[config.mk]
export PLATFORM = sky130hd
export DESIGN_NAME = mcd_datapath
export DESIGN_NICKNAME = d
export VERILOG_FILES = /design/src/mcd_pkg.sv /design/src/mcd_datapath.sv /design/src/mcd_mul_scale.sv /design/src/mcd_ptr_mod.sv
export SDC_FILE = /design/constraint.sdc
export NUM_CORES = 2
export LEC_CHECK = 0
export BUFFER_PORTS_ARGS = -buffer_cell sky130_fd_sc_hd__buf_2
export CORE_ASPECT_RATIO = 2
export CORE_UTILIZATION = 50
export CTS_BUF_LIST = sky130_fd_sc_hd__clkbuf_4
export DETAILED_ROUTE_END_ITERATION = 7
export GPL_ROUTABILITY_DRIVEN = 0
export MAX_ROUTING_LAYER = met4
export PLACE_DENSITY = 0.66
export SYNTH_ARGS = -nofsm -noshare
export SYNTH_HDL_FRONTEND = slang
export SYNTH_SLANG_ARGS = --single-unit
[constraint.sdc]
create_clock -name clk_in -period 21 [get_ports clk_in]
set_input_delay 2.1 -clock clk_in [delete_from_list [all_inputs] [get_ports clk_in]]
set_output_delay 2.1 -clock clk_in [all_outputs]
set_load 0.05 [all_outputs]
[src/mcd_pkg.sv]
// Purpose: Shared constants and types for the multiply-accumulate datapath
// Assumes: 16-bit CPU core, one clock, synchronous active-high reset
// Notes: Register offsets are word indices on the plain register port
package mcd_pkg;
    localparam int unsigned ADDR_W = 4;
    localparam logic [3:0] OFF_STATUS = 4'h0;
    localparam logic [3:0] OFF_CONTROL = 4'h1;
    localparam logic [3:0] OFF_REPEAT = 4'h2;
    localparam logic [3:0] OFF_INDEX_POINTER_ZERO = 4'h3;
    localparam logic [3:0] OFF_INDEX_POINTER_ONE = 4'h4;
    localparam logic [3:0] OFF_QR0 = 4'h5;
    localparam logic [3:0] OFF_QR1 = 4'h6;
    localparam logic [3:0] OFF_QX0 = 4'h7;
    localparam logic [3:0] OFF_QX1 = 4'h8;
    localparam logic [3:0] OFF_ACC_HI = 4'h9;
    localparam logic [3:0] OFF_ACC_LO = 4'hA;
    localparam logic [3:0] OFF_GPR = 4'hB;
    // Status word fields
    localparam int unsigned ST_EXT = 8;
    localparam int unsigned ST_SV = 9;
    localparam int unsigned ST_SL = 10;
    localparam int unsigned ST_TRAP = 11;
    // Control word fields
    localparam int unsigned CW_FRAC = 0;
    localparam int unsigned CW_SAT = 1;
    localparam int unsigned CW_TRAP_EN = 4;
    localparam int unsigned CW_EXT_MASK = 5;
    localparam int unsigned CW_SV_MASK = 6;
    localparam int unsigned CW_SL_MASK = 7;
    // Repeat word fields
    localparam int unsigned RW_FLAG = 15;
    localparam int unsigned RW_CNT_W = 13;
    // Pointer post-modification codes
    localparam logic [2:0] PM_NONE = 3'h0;
    localparam logic [2:0] PM_INC2 = 3'h1;
    localparam logic [2:0] PM_DEC2 = 3'h2;
    localparam logic [2:0] PM_ADDQ = 3'h3;
    localparam logic [2:0] PM_SUBQ = 3'h4;
    localparam logic [15:0] PTR_STEP = 16'h0002;
    // Index addresses stay inside the dual-port RAM window except in move
    localparam logic [15:0] DPRAM_BASE = 16'hFA00;
    localparam logic [15:0] DPRAM_MASK = 16'h03FF;
    // Operation codes, first instruction word bits 3:0
    localparam logic [3:0] OP_NOP = 4'h0;
    localparam logic [3:0] OP_MUL = 4'h1;
    localparam logic [3:0] OP_MAC = 4'h2;
    localparam logic [3:0] OP_MACM = 4'h3;
    localparam logic [3:0] OP_ADD32 = 4'h4;
    localparam logic [3:0] OP_SUB32 = 4'h5;
    localparam logic [3:0] OP_LOAD32 = 4'h6;
    localparam logic [3:0] OP_ROUND = 4'h7;
    localparam logic [3:0] OP_SHL = 4'h8;
    localparam logic [3:0] OP_MOVE = 4'h9;
    // Accumulator constants
    localparam logic [39:0] ACC_ZERO = 40'h00_0000_0000;
    localparam logic [39:0] ACC_ROUND = 40'h00_0000_8000;
    localparam logic [39:0] ACC_SAT_POS = 40'h00_7FFF_FFFF;
    localparam logic [39:0] ACC_SAT_NEG = 40'hFF_8000_0000;
    localparam logic [15:0] WORD_ZERO = 16'h0000;
    typedef enum logic [4:0] {
        MCD_FETCH1 = 5'b00001,
        MCD_FETCH2 = 5'b00010,
        MCD_DECODE = 5'b00100,
        MCD_EXEC = 5'b01000,
        MCD_HOLD = 5'b10000
    } mcd_state_e;
endpackage : mcd_pkg

[src/mcd_datapath.sv]
// Purpose: Multiply-accumulate co-processor datapath with address generation
// Assumes: Inputs synchronous to clk_in; memory answers in the decode cycle
// Notes: One instruction at a time; instr_ready_out paces the pipeline
// Function
// - Two memory operands are delivered in every instruction cycle.
// - Every co-processor operation executes in two cycles.
// - Each instruction is taken as two instruction words.
// - Decode addresses and post-modifies; execute updates; writeback stores move.
// - General register plus index pointer; index limited to dual-port RAM except in move.
// - Index pointer modifies by none, +2, -2, +offset, -offset.
// - General pointer 0-15 modifies by none, +2, -2, +offset, -offset.
// - Parallel move only in multiply-accumulate-with-move, double indirect.
// - Parallel move write address is the inverse of the index modification; plain move writes at the general pointer.
// - Multiply two 16-bit operands signed or unsigned into 32 bits.
// - Product sign-extended, shifted left one in fractional mode.
// - Adder input A: zero, round, product, or concatenated operand buses.
// - Adder input B: accumulator, shifted or inverted, or zero.
// - Extension flag set when the top eight bits carry significance.
// - Saturation clamps a 32-bit overflow to the most positive/negative value.
// - Each saturation sets the sticky limit flag until software clears it.
// - A 40-bit overflow sets the sticky overflow flag.
// - Instructions repeat up to 8192 times; an interrupt can break in.
// - Condition flags raise a class B trap request.
// - Accumulator is high word, low word and extension byte.
// - Rounding adds one at bit 15 then clears the low word.
// - A repeat count of N executes the instruction N+1 times.
`timescale 1ns/1ps
module mcd_datapath (
    input wire logic clk_in,
    input wire logic srst_in,
    input wire logic [3:0] reg_addr_in,
    input wire logic [15:0] reg_wdata_in,
    input wire logic reg_wr_in,
    input wire logic reg_rd_in,
    output logic [15:0] reg_rdata_out,
    input wire logic instr_valid_in,
    input wire logic [15:0] instr_word_in,
    output logic instr_ready_out,
    input wire logic irq_break_in,
    output logic mem_rd_out,
    output logic [15:0] mem_addr_a_out,
    output logic [15:0] mem_addr_b_out,
    input wire logic [15:0] operand_bus_a_in,
    input wire logic [15:0] operand_bus_b_in,
    output logic mem_wr_out,
    output logic [15:0] mem_wr_addr_out,
    output logic [15:0] mem_wr_data_out,
    output logic trap_req_out
);
    typedef struct packed {
        mcd_pkg::mcd_state_e state;
        logic [15:0] word1;
        logic [15:0] word2;
        logic [15:0][15:0] gpr;
        logic [15:0] index_pointer_zero;
        logic [15:0] index_pointer_one;
        logic [15:0] gpr_offset_zero;
        logic [15:0] gpr_offset_one;
        logic [15:0] index_offset_zero;
        logic [15:0] index_offset_one;
        logic [15:0] accum_high_word;
        logic [15:0] accum_low_word;
        logic [7:0] accum_extension_byte;
        logic ext_flag;
        logic sticky_overflow_flag;
        logic sticky_limit_flag;
        logic trap_flag;
        logic [7:0] coproc_control_word;
        logic repeat_flag;
        logic [12:0] repeat_count;
        logic [15:0] op_a;
        logic [15:0] op_b;
        logic [15:0] gpr_new;
        logic [15:0] move_addr;
        logic mem_wr;
        logic [15:0] mem_wr_addr;
        logic [15:0] mem_wr_data;
        logic [15:0] rdata;
    } mcd_regs_s;

    mcd_regs_s st_reg;
    mcd_regs_s st_next;

    logic [3:0] op;
    logic [3:0] gpr_sel;
    logic idx_sel;
    logic [15:0] idx_ptr;
    logic [15:0] idx_next;
    logic [15:0] idx_inv;
    logic [15:0] gpr_next;
    logic [15:0] idx_q;
    logic [15:0] gpr_q;
    logic [39:0] product;
    logic [39:0] acc;
    logic [39:0] concat;
    logic [39:0] add_a;
    logic [39:0] add_b;
    logic add_cin;
    logic [40:0] sum;
    logic [39:0] result;
    logic ovf32;
    logic ovf40;
    logic do_sat;
    logic acc_op;

    // First word: op, operand signs, repeat, concat shift, general register
    assign op = st_reg.word1[3:0];
    assign gpr_sel = st_reg.word1[11:8];
    assign idx_sel = st_reg.word2[8];
    assign idx_ptr = idx_sel ? st_reg.index_pointer_one : st_reg.index_pointer_zero;
    assign idx_q = st_reg.word2[7] ? st_reg.index_offset_one : st_reg.index_offset_zero;
    assign gpr_q = st_reg.word2[3] ? st_reg.gpr_offset_one : st_reg.gpr_offset_zero;
    assign acc = {st_reg.accum_extension_byte, st_reg.accum_high_word, st_reg.accum_low_word};
    assign concat = {{8{st_reg.op_a[15]}}, st_reg.op_a, st_reg.op_b};
    assign acc_op = (op != mcd_pkg::OP_NOP) && (op != mcd_pkg::OP_MOVE);

    mcd_ptr_mod u_idx_mod (
        .ptr_in(idx_ptr),
        .offset_in(idx_q),
        .code_in(st_reg.word2[6:4]),
        .next_ptr_out(idx_next),
        .inv_addr_out(idx_inv)
    );

    mcd_ptr_mod u_gpr_mod (
        .ptr_in(st_reg.gpr[gpr_sel]),
        .offset_in(gpr_q),
        .code_in(st_reg.word2[2:0]),
        .next_ptr_out(gpr_next),
        .inv_addr_out()
    );

    mcd_mul_scale u_mul (
        .op_a_in(st_reg.op_a),
        .op_b_in(st_reg.op_b),
        .signed_a_in(st_reg.word1[4]),
        .signed_b_in(st_reg.word1[5]),
        .frac_in(st_reg.coproc_control_word[mcd_pkg::CW_FRAC]),
        .product_out(product)
    );

    always_comb begin
        add_a = mcd_pkg::ACC_ZERO;
        add_b = mcd_pkg::ACC_ZERO;
        add_cin = 1'b0;
        unique case (op)
            mcd_pkg::OP_MUL: add_a = product;
            mcd_pkg::OP_MAC, mcd_pkg::OP_MACM: begin
                add_a = product;
                add_b = acc;
            end
            mcd_pkg::OP_ADD32: begin
                add_a = st_reg.word1[7] ? {concat[38:0], 1'b0} : concat;
                add_b = acc;
            end
            mcd_pkg::OP_SUB32: begin
                // Concatenation minus accumulator through the inverted path
                add_a = st_reg.word1[7] ? {concat[38:0], 1'b0} : concat;
                add_b = ~acc;
                add_cin = 1'b1;
            end
            mcd_pkg::OP_LOAD32: add_a = st_reg.word1[7] ? {concat[38:0], 1'b0} : concat;
            mcd_pkg::OP_ROUND: begin
                add_a = mcd_pkg::ACC_ROUND;
                add_b = acc;
            end
            mcd_pkg::OP_SHL: add_b = {acc[38:0], 1'b0};
            default: begin
                add_a = mcd_pkg::ACC_ZERO;
                add_b = mcd_pkg::ACC_ZERO;
            end
        endcase
        sum = {add_a[39], add_a} + {add_b[39], add_b} + {40'h00_0000_0000, add_cin};
        // sign of 41-bit sum disagrees with bit 39
        ovf40 = sum[40] ^ sum[39];
        // top nine bits not all sign
        ovf32 = (sum[39:31] != 9'h000) && (sum[39:31] != 9'h1FF);
        do_sat = st_reg.coproc_control_word[mcd_pkg::CW_SAT] && (ovf32 || ovf40);
        if (do_sat) begin
            result = sum[40] ? mcd_pkg::ACC_SAT_NEG : mcd_pkg::ACC_SAT_POS;
        end else begin
            result = sum[39:0];
        end
        // clear the low word after the round add
        if (op == mcd_pkg::OP_ROUND) begin
            result[15:0] = mcd_pkg::WORD_ZERO;
        end
    end

    always_comb begin
        st_next = st_reg;
        st_next.mem_wr = 1'b0;
        mem_rd_out = 1'b0;
        // general pointer reaches all memory, index only dual-port RAM except in move
        mem_addr_a_out = (op == mcd_pkg::OP_MOVE) ? idx_ptr
                       : (mcd_pkg::DPRAM_BASE + (idx_ptr & mcd_pkg::DPRAM_MASK));
        mem_addr_b_out = st_reg.gpr[gpr_sel];
        instr_ready_out = (st_reg.state == mcd_pkg::MCD_FETCH1)
                        || (st_reg.state == mcd_pkg::MCD_FETCH2);

        if (reg_wr_in) begin
            unique case (reg_addr_in)
                mcd_pkg::OFF_STATUS: begin
                    // Software clears sticky flags by writing zero
                    st_next.accum_extension_byte = reg_wdata_in[7:0];
                    st_next.ext_flag = reg_wdata_in[mcd_pkg::ST_EXT];
                    st_next.sticky_overflow_flag = reg_wdata_in[mcd_pkg::ST_SV];
                    st_next.sticky_limit_flag = reg_wdata_in[mcd_pkg::ST_SL];
                    st_next.trap_flag = reg_wdata_in[mcd_pkg::ST_TRAP];
                end
                mcd_pkg::OFF_CONTROL: st_next.coproc_control_word = reg_wdata_in[7:0];
                mcd_pkg::OFF_REPEAT: begin
                    st_next.repeat_flag = reg_wdata_in[mcd_pkg::RW_FLAG];
                    st_next.repeat_count = reg_wdata_in[12:0];
                end
                mcd_pkg::OFF_INDEX_POINTER_ZERO: st_next.index_pointer_zero = reg_wdata_in;
                mcd_pkg::OFF_INDEX_POINTER_ONE: st_next.index_pointer_one = reg_wdata_in;
                mcd_pkg::OFF_QR0: st_next.gpr_offset_zero = reg_wdata_in;
                mcd_pkg::OFF_QR1: st_next.gpr_offset_one = reg_wdata_in;
                mcd_pkg::OFF_QX0: st_next.index_offset_zero = reg_wdata_in;
                mcd_pkg::OFF_QX1: st_next.index_offset_one = reg_wdata_in;
                mcd_pkg::OFF_ACC_HI: st_next.accum_high_word = reg_wdata_in;
                mcd_pkg::OFF_ACC_LO: st_next.accum_low_word = reg_wdata_in;
                // General register selected by the pending first word
                mcd_pkg::OFF_GPR: st_next.gpr[gpr_sel] = reg_wdata_in;
                default: st_next.rdata = st_reg.rdata;
            endcase
        end

        unique case (st_reg.state)
            mcd_pkg::MCD_FETCH1: begin
                if (instr_valid_in) begin
                    st_next.word1 = instr_word_in;
                    st_next.state = mcd_pkg::MCD_FETCH2;
                end
            end
            mcd_pkg::MCD_FETCH2: begin
                if (instr_valid_in) begin
                    st_next.word2 = instr_word_in;
                    st_next.state = mcd_pkg::MCD_DECODE;
                end
            end
            mcd_pkg::MCD_DECODE: begin
                mem_rd_out = 1'b1;
                st_next.op_a = operand_bus_a_in;
                st_next.op_b = operand_bus_b_in;
                st_next.move_addr = mcd_pkg::DPRAM_BASE + (idx_inv & mcd_pkg::DPRAM_MASK);
                st_next.gpr_new = gpr_next;
                if (idx_sel) begin
                    st_next.index_pointer_one = idx_next;
                end else begin
                    st_next.index_pointer_zero = idx_next;
                end
                st_next.state = mcd_pkg::MCD_EXEC;
            end
            // execute and update at cycle end
            mcd_pkg::MCD_EXEC: begin
                st_next.gpr[gpr_sel] = st_reg.gpr_new;
                if (acc_op) begin
                    st_next.accum_extension_byte = result[39:32];
                    st_next.accum_high_word = result[31:16];
                    st_next.accum_low_word = result[15:0];
                    st_next.ext_flag = (result[39:31] != 9'h000) && (result[39:31] != 9'h1FF);
                    if (do_sat) begin
                        st_next.sticky_limit_flag = 1'b1;
                    end
                    if (ovf40) begin
                        st_next.sticky_overflow_flag = 1'b1;
                    end
                end
                // parallel move at the inverse address; plain move at the general pointer
                if (op == mcd_pkg::OP_MACM) begin
                    st_next.mem_wr = 1'b1;
                    st_next.mem_wr_addr = st_reg.move_addr;
                    st_next.mem_wr_data = st_reg.op_a;
                end else if (op == mcd_pkg::OP_MOVE) begin
                    st_next.mem_wr = 1'b1;
                    st_next.mem_wr_addr = st_reg.gpr[gpr_sel];
                    st_next.mem_wr_data = st_reg.op_a;
                end
                st_next.state = mcd_pkg::MCD_HOLD;
            end
            mcd_pkg::MCD_HOLD: begin
                // Count N left means N more passes
                if (st_reg.word1[6] && !irq_break_in
                        && st_reg.repeat_count != 13'h0000) begin
                    st_next.repeat_flag = 1'b1;
                    st_next.repeat_count = st_reg.repeat_count - 13'h0001;
                    st_next.state = mcd_pkg::MCD_DECODE;
                end else begin
                    // An interrupt leaves the flag set with the remaining count
                    if (!irq_break_in) begin
                        st_next.repeat_flag = 1'b0;
                    end
                    st_next.state = mcd_pkg::MCD_FETCH1;
                end
            end
            default: st_next.state = mcd_pkg::MCD_FETCH1;
        endcase

        // trap request from masked condition flags
        if (st_reg.coproc_control_word[mcd_pkg::CW_TRAP_EN]
                && ((st_next.ext_flag && st_reg.coproc_control_word[mcd_pkg::CW_EXT_MASK])
                || (st_next.sticky_overflow_flag && st_reg.coproc_control_word[mcd_pkg::CW_SV_MASK])
                || (st_next.sticky_limit_flag && st_reg.coproc_control_word[mcd_pkg::CW_SL_MASK])))
        begin
            st_next.trap_flag = 1'b1;
        end

        st_next.rdata = mcd_pkg::WORD_ZERO;
        if (reg_rd_in) begin
            unique case (reg_addr_in)
                mcd_pkg::OFF_STATUS: st_next.rdata = {4'h0, st_reg.trap_flag,
                    st_reg.sticky_limit_flag, st_reg.sticky_overflow_flag, st_reg.ext_flag,
                    st_reg.accum_extension_byte};
                mcd_pkg::OFF_CONTROL: st_next.rdata = {8'h00, st_reg.coproc_control_word};
                mcd_pkg::OFF_REPEAT: st_next.rdata = {st_reg.repeat_flag, 2'b00,
                    st_reg.repeat_count};
                mcd_pkg::OFF_INDEX_POINTER_ZERO: st_next.rdata = st_reg.index_pointer_zero;
                mcd_pkg::OFF_INDEX_POINTER_ONE: st_next.rdata = st_reg.index_pointer_one;
                mcd_pkg::OFF_QR0: st_next.rdata = st_reg.gpr_offset_zero;
                mcd_pkg::OFF_QR1: st_next.rdata = st_reg.gpr_offset_one;
                mcd_pkg::OFF_QX0: st_next.rdata = st_reg.index_offset_zero;
                mcd_pkg::OFF_QX1: st_next.rdata = st_reg.index_offset_one;
                mcd_pkg::OFF_ACC_HI: st_next.rdata = st_reg.accum_high_word;
                mcd_pkg::OFF_ACC_LO: st_next.rdata = st_reg.accum_low_word;
                mcd_pkg::OFF_GPR: st_next.rdata = st_reg.gpr[gpr_sel];
                default: st_next.rdata = mcd_pkg::WORD_ZERO;
            endcase
        end
    end

    always_ff @(posedge clk_in) begin
        if (srst_in) begin
            st_reg <= '0;
            st_reg.state <= mcd_pkg::MCD_FETCH1;
        end else begin
            st_reg <= st_next;
        end
    end

    assign reg_rdata_out = st_reg.rdata;
    assign mem_wr_out = st_reg.mem_wr;
    assign mem_wr_addr_out = st_reg.mem_wr_addr;
    assign mem_wr_data_out = st_reg.mem_wr_data;
    assign trap_req_out = st_reg.trap_flag;
endmodule : mcd_datapath

[src/mcd_mul_scale.sv]
// Purpose: 16x16 signed/unsigned multiplier with one-bit fractional scaler
// Assumes: Operands are the two operand-bus words registered in decode
// Notes: Output is the sign-extended 40-bit adder operand
`timescale 1ns/1ps
module mcd_mul_scale (
    input wire logic [15:0] op_a_in,
    input wire logic [15:0] op_b_in,
    input wire logic signed_a_in,
    input wire logic signed_b_in,
    input wire logic frac_in,
    output logic [39:0] product_out
);
    logic signed [16:0] ext_a;
    logic signed [16:0] ext_b;
    logic signed [33:0] prod;
    logic [39:0] prod_ext;
    always_comb begin
        ext_a = $signed({signed_a_in & op_a_in[15], op_a_in});
        ext_b = $signed({signed_b_in & op_b_in[15], op_b_in});
        prod = ext_a * ext_b;
        // 17x17 keeps an unsigned 32-bit product positive
        prod_ext = {{6{prod[33]}}, prod};
        // Drop the redundant sign bit of a signed fraction
        product_out = frac_in ? {prod_ext[38:0], 1'b0} : prod_ext;
    end
endmodule : mcd_mul_scale

[src/mcd_ptr_mod.sv]
// Purpose: Pointer post-modification and inverse write-back address
// Assumes: Codes from mcd_pkg; arithmetic wraps at 16 bits
// Notes: Used once for the index pointer and once for the general pointer
`timescale 1ns/1ps
module mcd_ptr_mod (
    input wire logic [15:0] ptr_in,
    input wire logic [15:0] offset_in,
    input wire logic [2:0] code_in,
    output logic [15:0] next_ptr_out,
    output logic [15:0] inv_addr_out
);
    always_comb begin
        next_ptr_out = ptr_in;
        inv_addr_out = ptr_in;
        unique case (code_in)
            mcd_pkg::PM_INC2: begin
                next_ptr_out = ptr_in + mcd_pkg::PTR_STEP;
                inv_addr_out = ptr_in - mcd_pkg::PTR_STEP;
            end
            mcd_pkg::PM_DEC2: begin
                next_ptr_out = ptr_in - mcd_pkg::PTR_STEP;
                inv_addr_out = ptr_in + mcd_pkg::PTR_STEP;
            end
            mcd_pkg::PM_ADDQ: begin
                next_ptr_out = ptr_in + offset_in;
                inv_addr_out = ptr_in - offset_in;
            end
            mcd_pkg::PM_SUBQ: begin
                next_ptr_out = ptr_in - offset_in;
                inv_addr_out = ptr_in + offset_in;
            end
            default: begin
                next_ptr_out = ptr_in;
                inv_addr_out = ptr_in;
            end
        endcase
    end
endmodule : mcd_ptr_mod
==> flow_summary.json <==
{
  "outcome": "finished with violations",
  "failed_checks": "max-capacitance violations, max-slew violations",
  "dp_hpwl_um": 125600,
  "cp.required_ns": 22.01,
  "critPathArrivalTime_ns": 13.22,
  "postPlaceCellArea_um2": 47170,
  "die-area_um2": 93940,
  "drt_iter0_markers": 4105,
  "path_delay_family": "compound AO/OA/AOI/OAI gates",
  "numClockSinks": 553,
  "slew-limit-headroom": -0.04446,
  "cts_resized": 0,
  "synth_flop_cell": "dfxtp_1",
  "cts_tree": "yes",
  "final.fill_count": 8709,
  "cts_setup_buffers": 0,
  "grt_max_degree": 198,
  "async_reset_ff_frac": 0,
  "areaGrowthSynthToFinish_pct": 5.915,
  "path_max_fanout": 20,
  "cts.reportedPaths.clkPinSlew_ns": 0.07,
  "hold_slack_ns": 0.4515,
  "nets": 6164,
  "antenna_found_initial": 19,
  "ys_top_cells_by_area": "dfxtp_1 24%, fa_1 13%, nand2_1 6.9%, a311oi_1 5.2%, ha_1 5.0%",
  "synth_edf_count": 0,
  "grt.overflow.total": 0,
  "placementRows": 157,
  "hold_path.class": "reg2reg",
  "min_period_over_period": 0.5816,
  "max_stage_delay_ns": 0.67,
  "netlist.area_leader.share": 0.2390,
  "yosysUniqueCellTypes": 85,
  "synth_area_um2": 46320,
  "hold_buffers": 0,
  "drc": 0,
  "io_pins": 158,
  "htreeDepth": 4,
  "clk-insertion-delay-late_ns": 1.14,
  "first_pass_iters": 7,
  "final_common_cell": "nand2_1",
  "power_leakage_nw": 20.34,
  "slowest_stage": "dfxtp_1",
  "die_x_um": 217.2,
  "synthCells": 5767,
  "rsz0062_at_grt": "false",
  "yosysTopAreaCell": "dfxtp_1",
  "yosys_register_bits": 553,
  "fin_area_um2": 49060,
  "die_height_um": 432.5,
  "avgSynthCellArea_um2": 8.032,
  "pre_cts_ws_ns": 8.895,
  "fin_ws_ns": 8.786,
  "start_kind": "flip-flop",
  "first_global_vias": 44420,
  "clock_path_buffers": 3,
  "finalMaxSlewViolations": 3,
  "min_period_ns": 12.21,
  "worst_pin_slew_ns": 1.560,
  "crit_buf_inv": 7,
  "layout_common_cells": "846 x nand2_1, 549 x dfxtp_1, 541 x nor2_1",
  "grt_pass1_wl_um": 262800,
  "grtUsageTotal": 0.3842,
  "setup_tns_ns": 0,
  "clock_skew_ns": 0.06183,
  "final_util": 0.5348,
  "finalSetupViolations": 0,
  "ys_seq_area_frac": 0.2390,
  "cts_root_buffer": "clkbuf_4",
  "wl_per_cell_um": 25.39,
  "drive_above_1_share": 0.1083,
  "drt-total-wl_um": 175500,
  "cts_buffers": 140,
  "largest_reg_flops": 422,
  "crit_top_cell": "fa_1",
  "start_util": 0.5050,
  "finalHoldViolCount": 0,
  "detail_route.vias_per_cell": 6.469,
  "fmax_mhz": 81.88,
  "end_kind": "flip-flop",
  "cap_viol_max_count": 1,
  "vdd_drop_max_mv": 0.04966,
  "io_buffers": 153,
  "core_area_um2": 91740,
  "mappedNetlistNets": 6329,
  "power_density_nw_per_um2": 47.19,
  "worstSetupPathType": "reg2reg",
  "detail-route-antenna-nets": 0,
  "vias": 44720,
  "yosys_warnings": 0
}
## cells by family (layout without fill, tap and decap cells)
family | Yosys count | count (layout) | share of synthesized area
buffers and inverters | 974 | 904 | 0.08341
multiplexers | 254 | 254 | 0.07674
AO/OA/AOI/OAI | 1252 | 1252 | 0.1942
adder cells (fa/ha/maj) | 489 | 489 | 0.1810
other | 0 | 23 | 0
AND/OR/NAND/NOR | 2107 | 2107 | 0.1996
flip-flops | 553 | 553 | 0.2390
XOR/XNOR | 138 | 138 | 0.02609
## Yosys cell counts, drive strengths merged, types with 80 or more instances
library cell / number
a21oi: 293
a311oi: 273
and2: 143
buf: 134
clkbuf: 428
dfxtp: 553
fa: 302
ha: 186
inv: 408
mux2i: 165
mux4: 80
nand2: 846
nand3: 322
nor2: 548
o21ai: 170
xnor2: 96
## per-layer routing
layer	routed length [um]	GRT usage	up-vias	share of wire
met3	13940	0.1049	1021	0.079
met1	54050	0.3379	21530	0.31
li1	-	-	19870	-
met2	86460	0.6414	2300	0.49
met4	21040	0.3955	0	0.12
met5	0	-	-	0
## layout make-up
cell class	count	area (um^2)	area share
flip-flops and latches	553	11080	0.2258
multi-input cells	4240	31530	0.6427
clock inverters	42	325.3	0.006630
clock buffers	195	1464	0.02984
inverters	412	1546	0.03152
diodes	23	57.56	0.001173
repair buffers	255	1565	0.03190
well taps	1192	1491	0.03040
## report_power, final
part	switching, mW	total (mW)	internal, mW
clock	0.501	0.992	0.491
sequential	0.0170	1.07	1.06
combinational	0.176	0.250	0.0738
## worst paths after layout
kind                           start            endpoint  depth (start not counted)  slack, ns
setup / recovery         st_reg[551]             acc[12]                         41       8.79
setup reg to reg         st_reg[551]             acc[12]                         41       8.79
hold reg to reg   mem_wr_data_out[8]  mem_wr_data_out[8]                          2       0.45
hold / removal    mem_wr_data_out[8]  mem_wr_data_out[8]                          2       0.45
## metrics by stage
step	cells	total power, mW
final	6912	2.316
after floorplan	5767	1.260
after global routing	6907	2.385
after CTS	6885	2.317
after global placement	6648	1.336
after detailed placement	6648	1.338
## worst reg2reg max path: cells and delay by family (launching register included)
kind	cells	cell delay, ns
AOI/OAI and AO/OA	16	4.41
adders and majority gates	8	3.83
and+or+nand+nor	8	1.84
buffers and inverters	7	0.91
DFF	1	0.67
muxes	1	0.37
xor gates and xnor gates	1	0.11
Power figures use the tool's default switching activity.
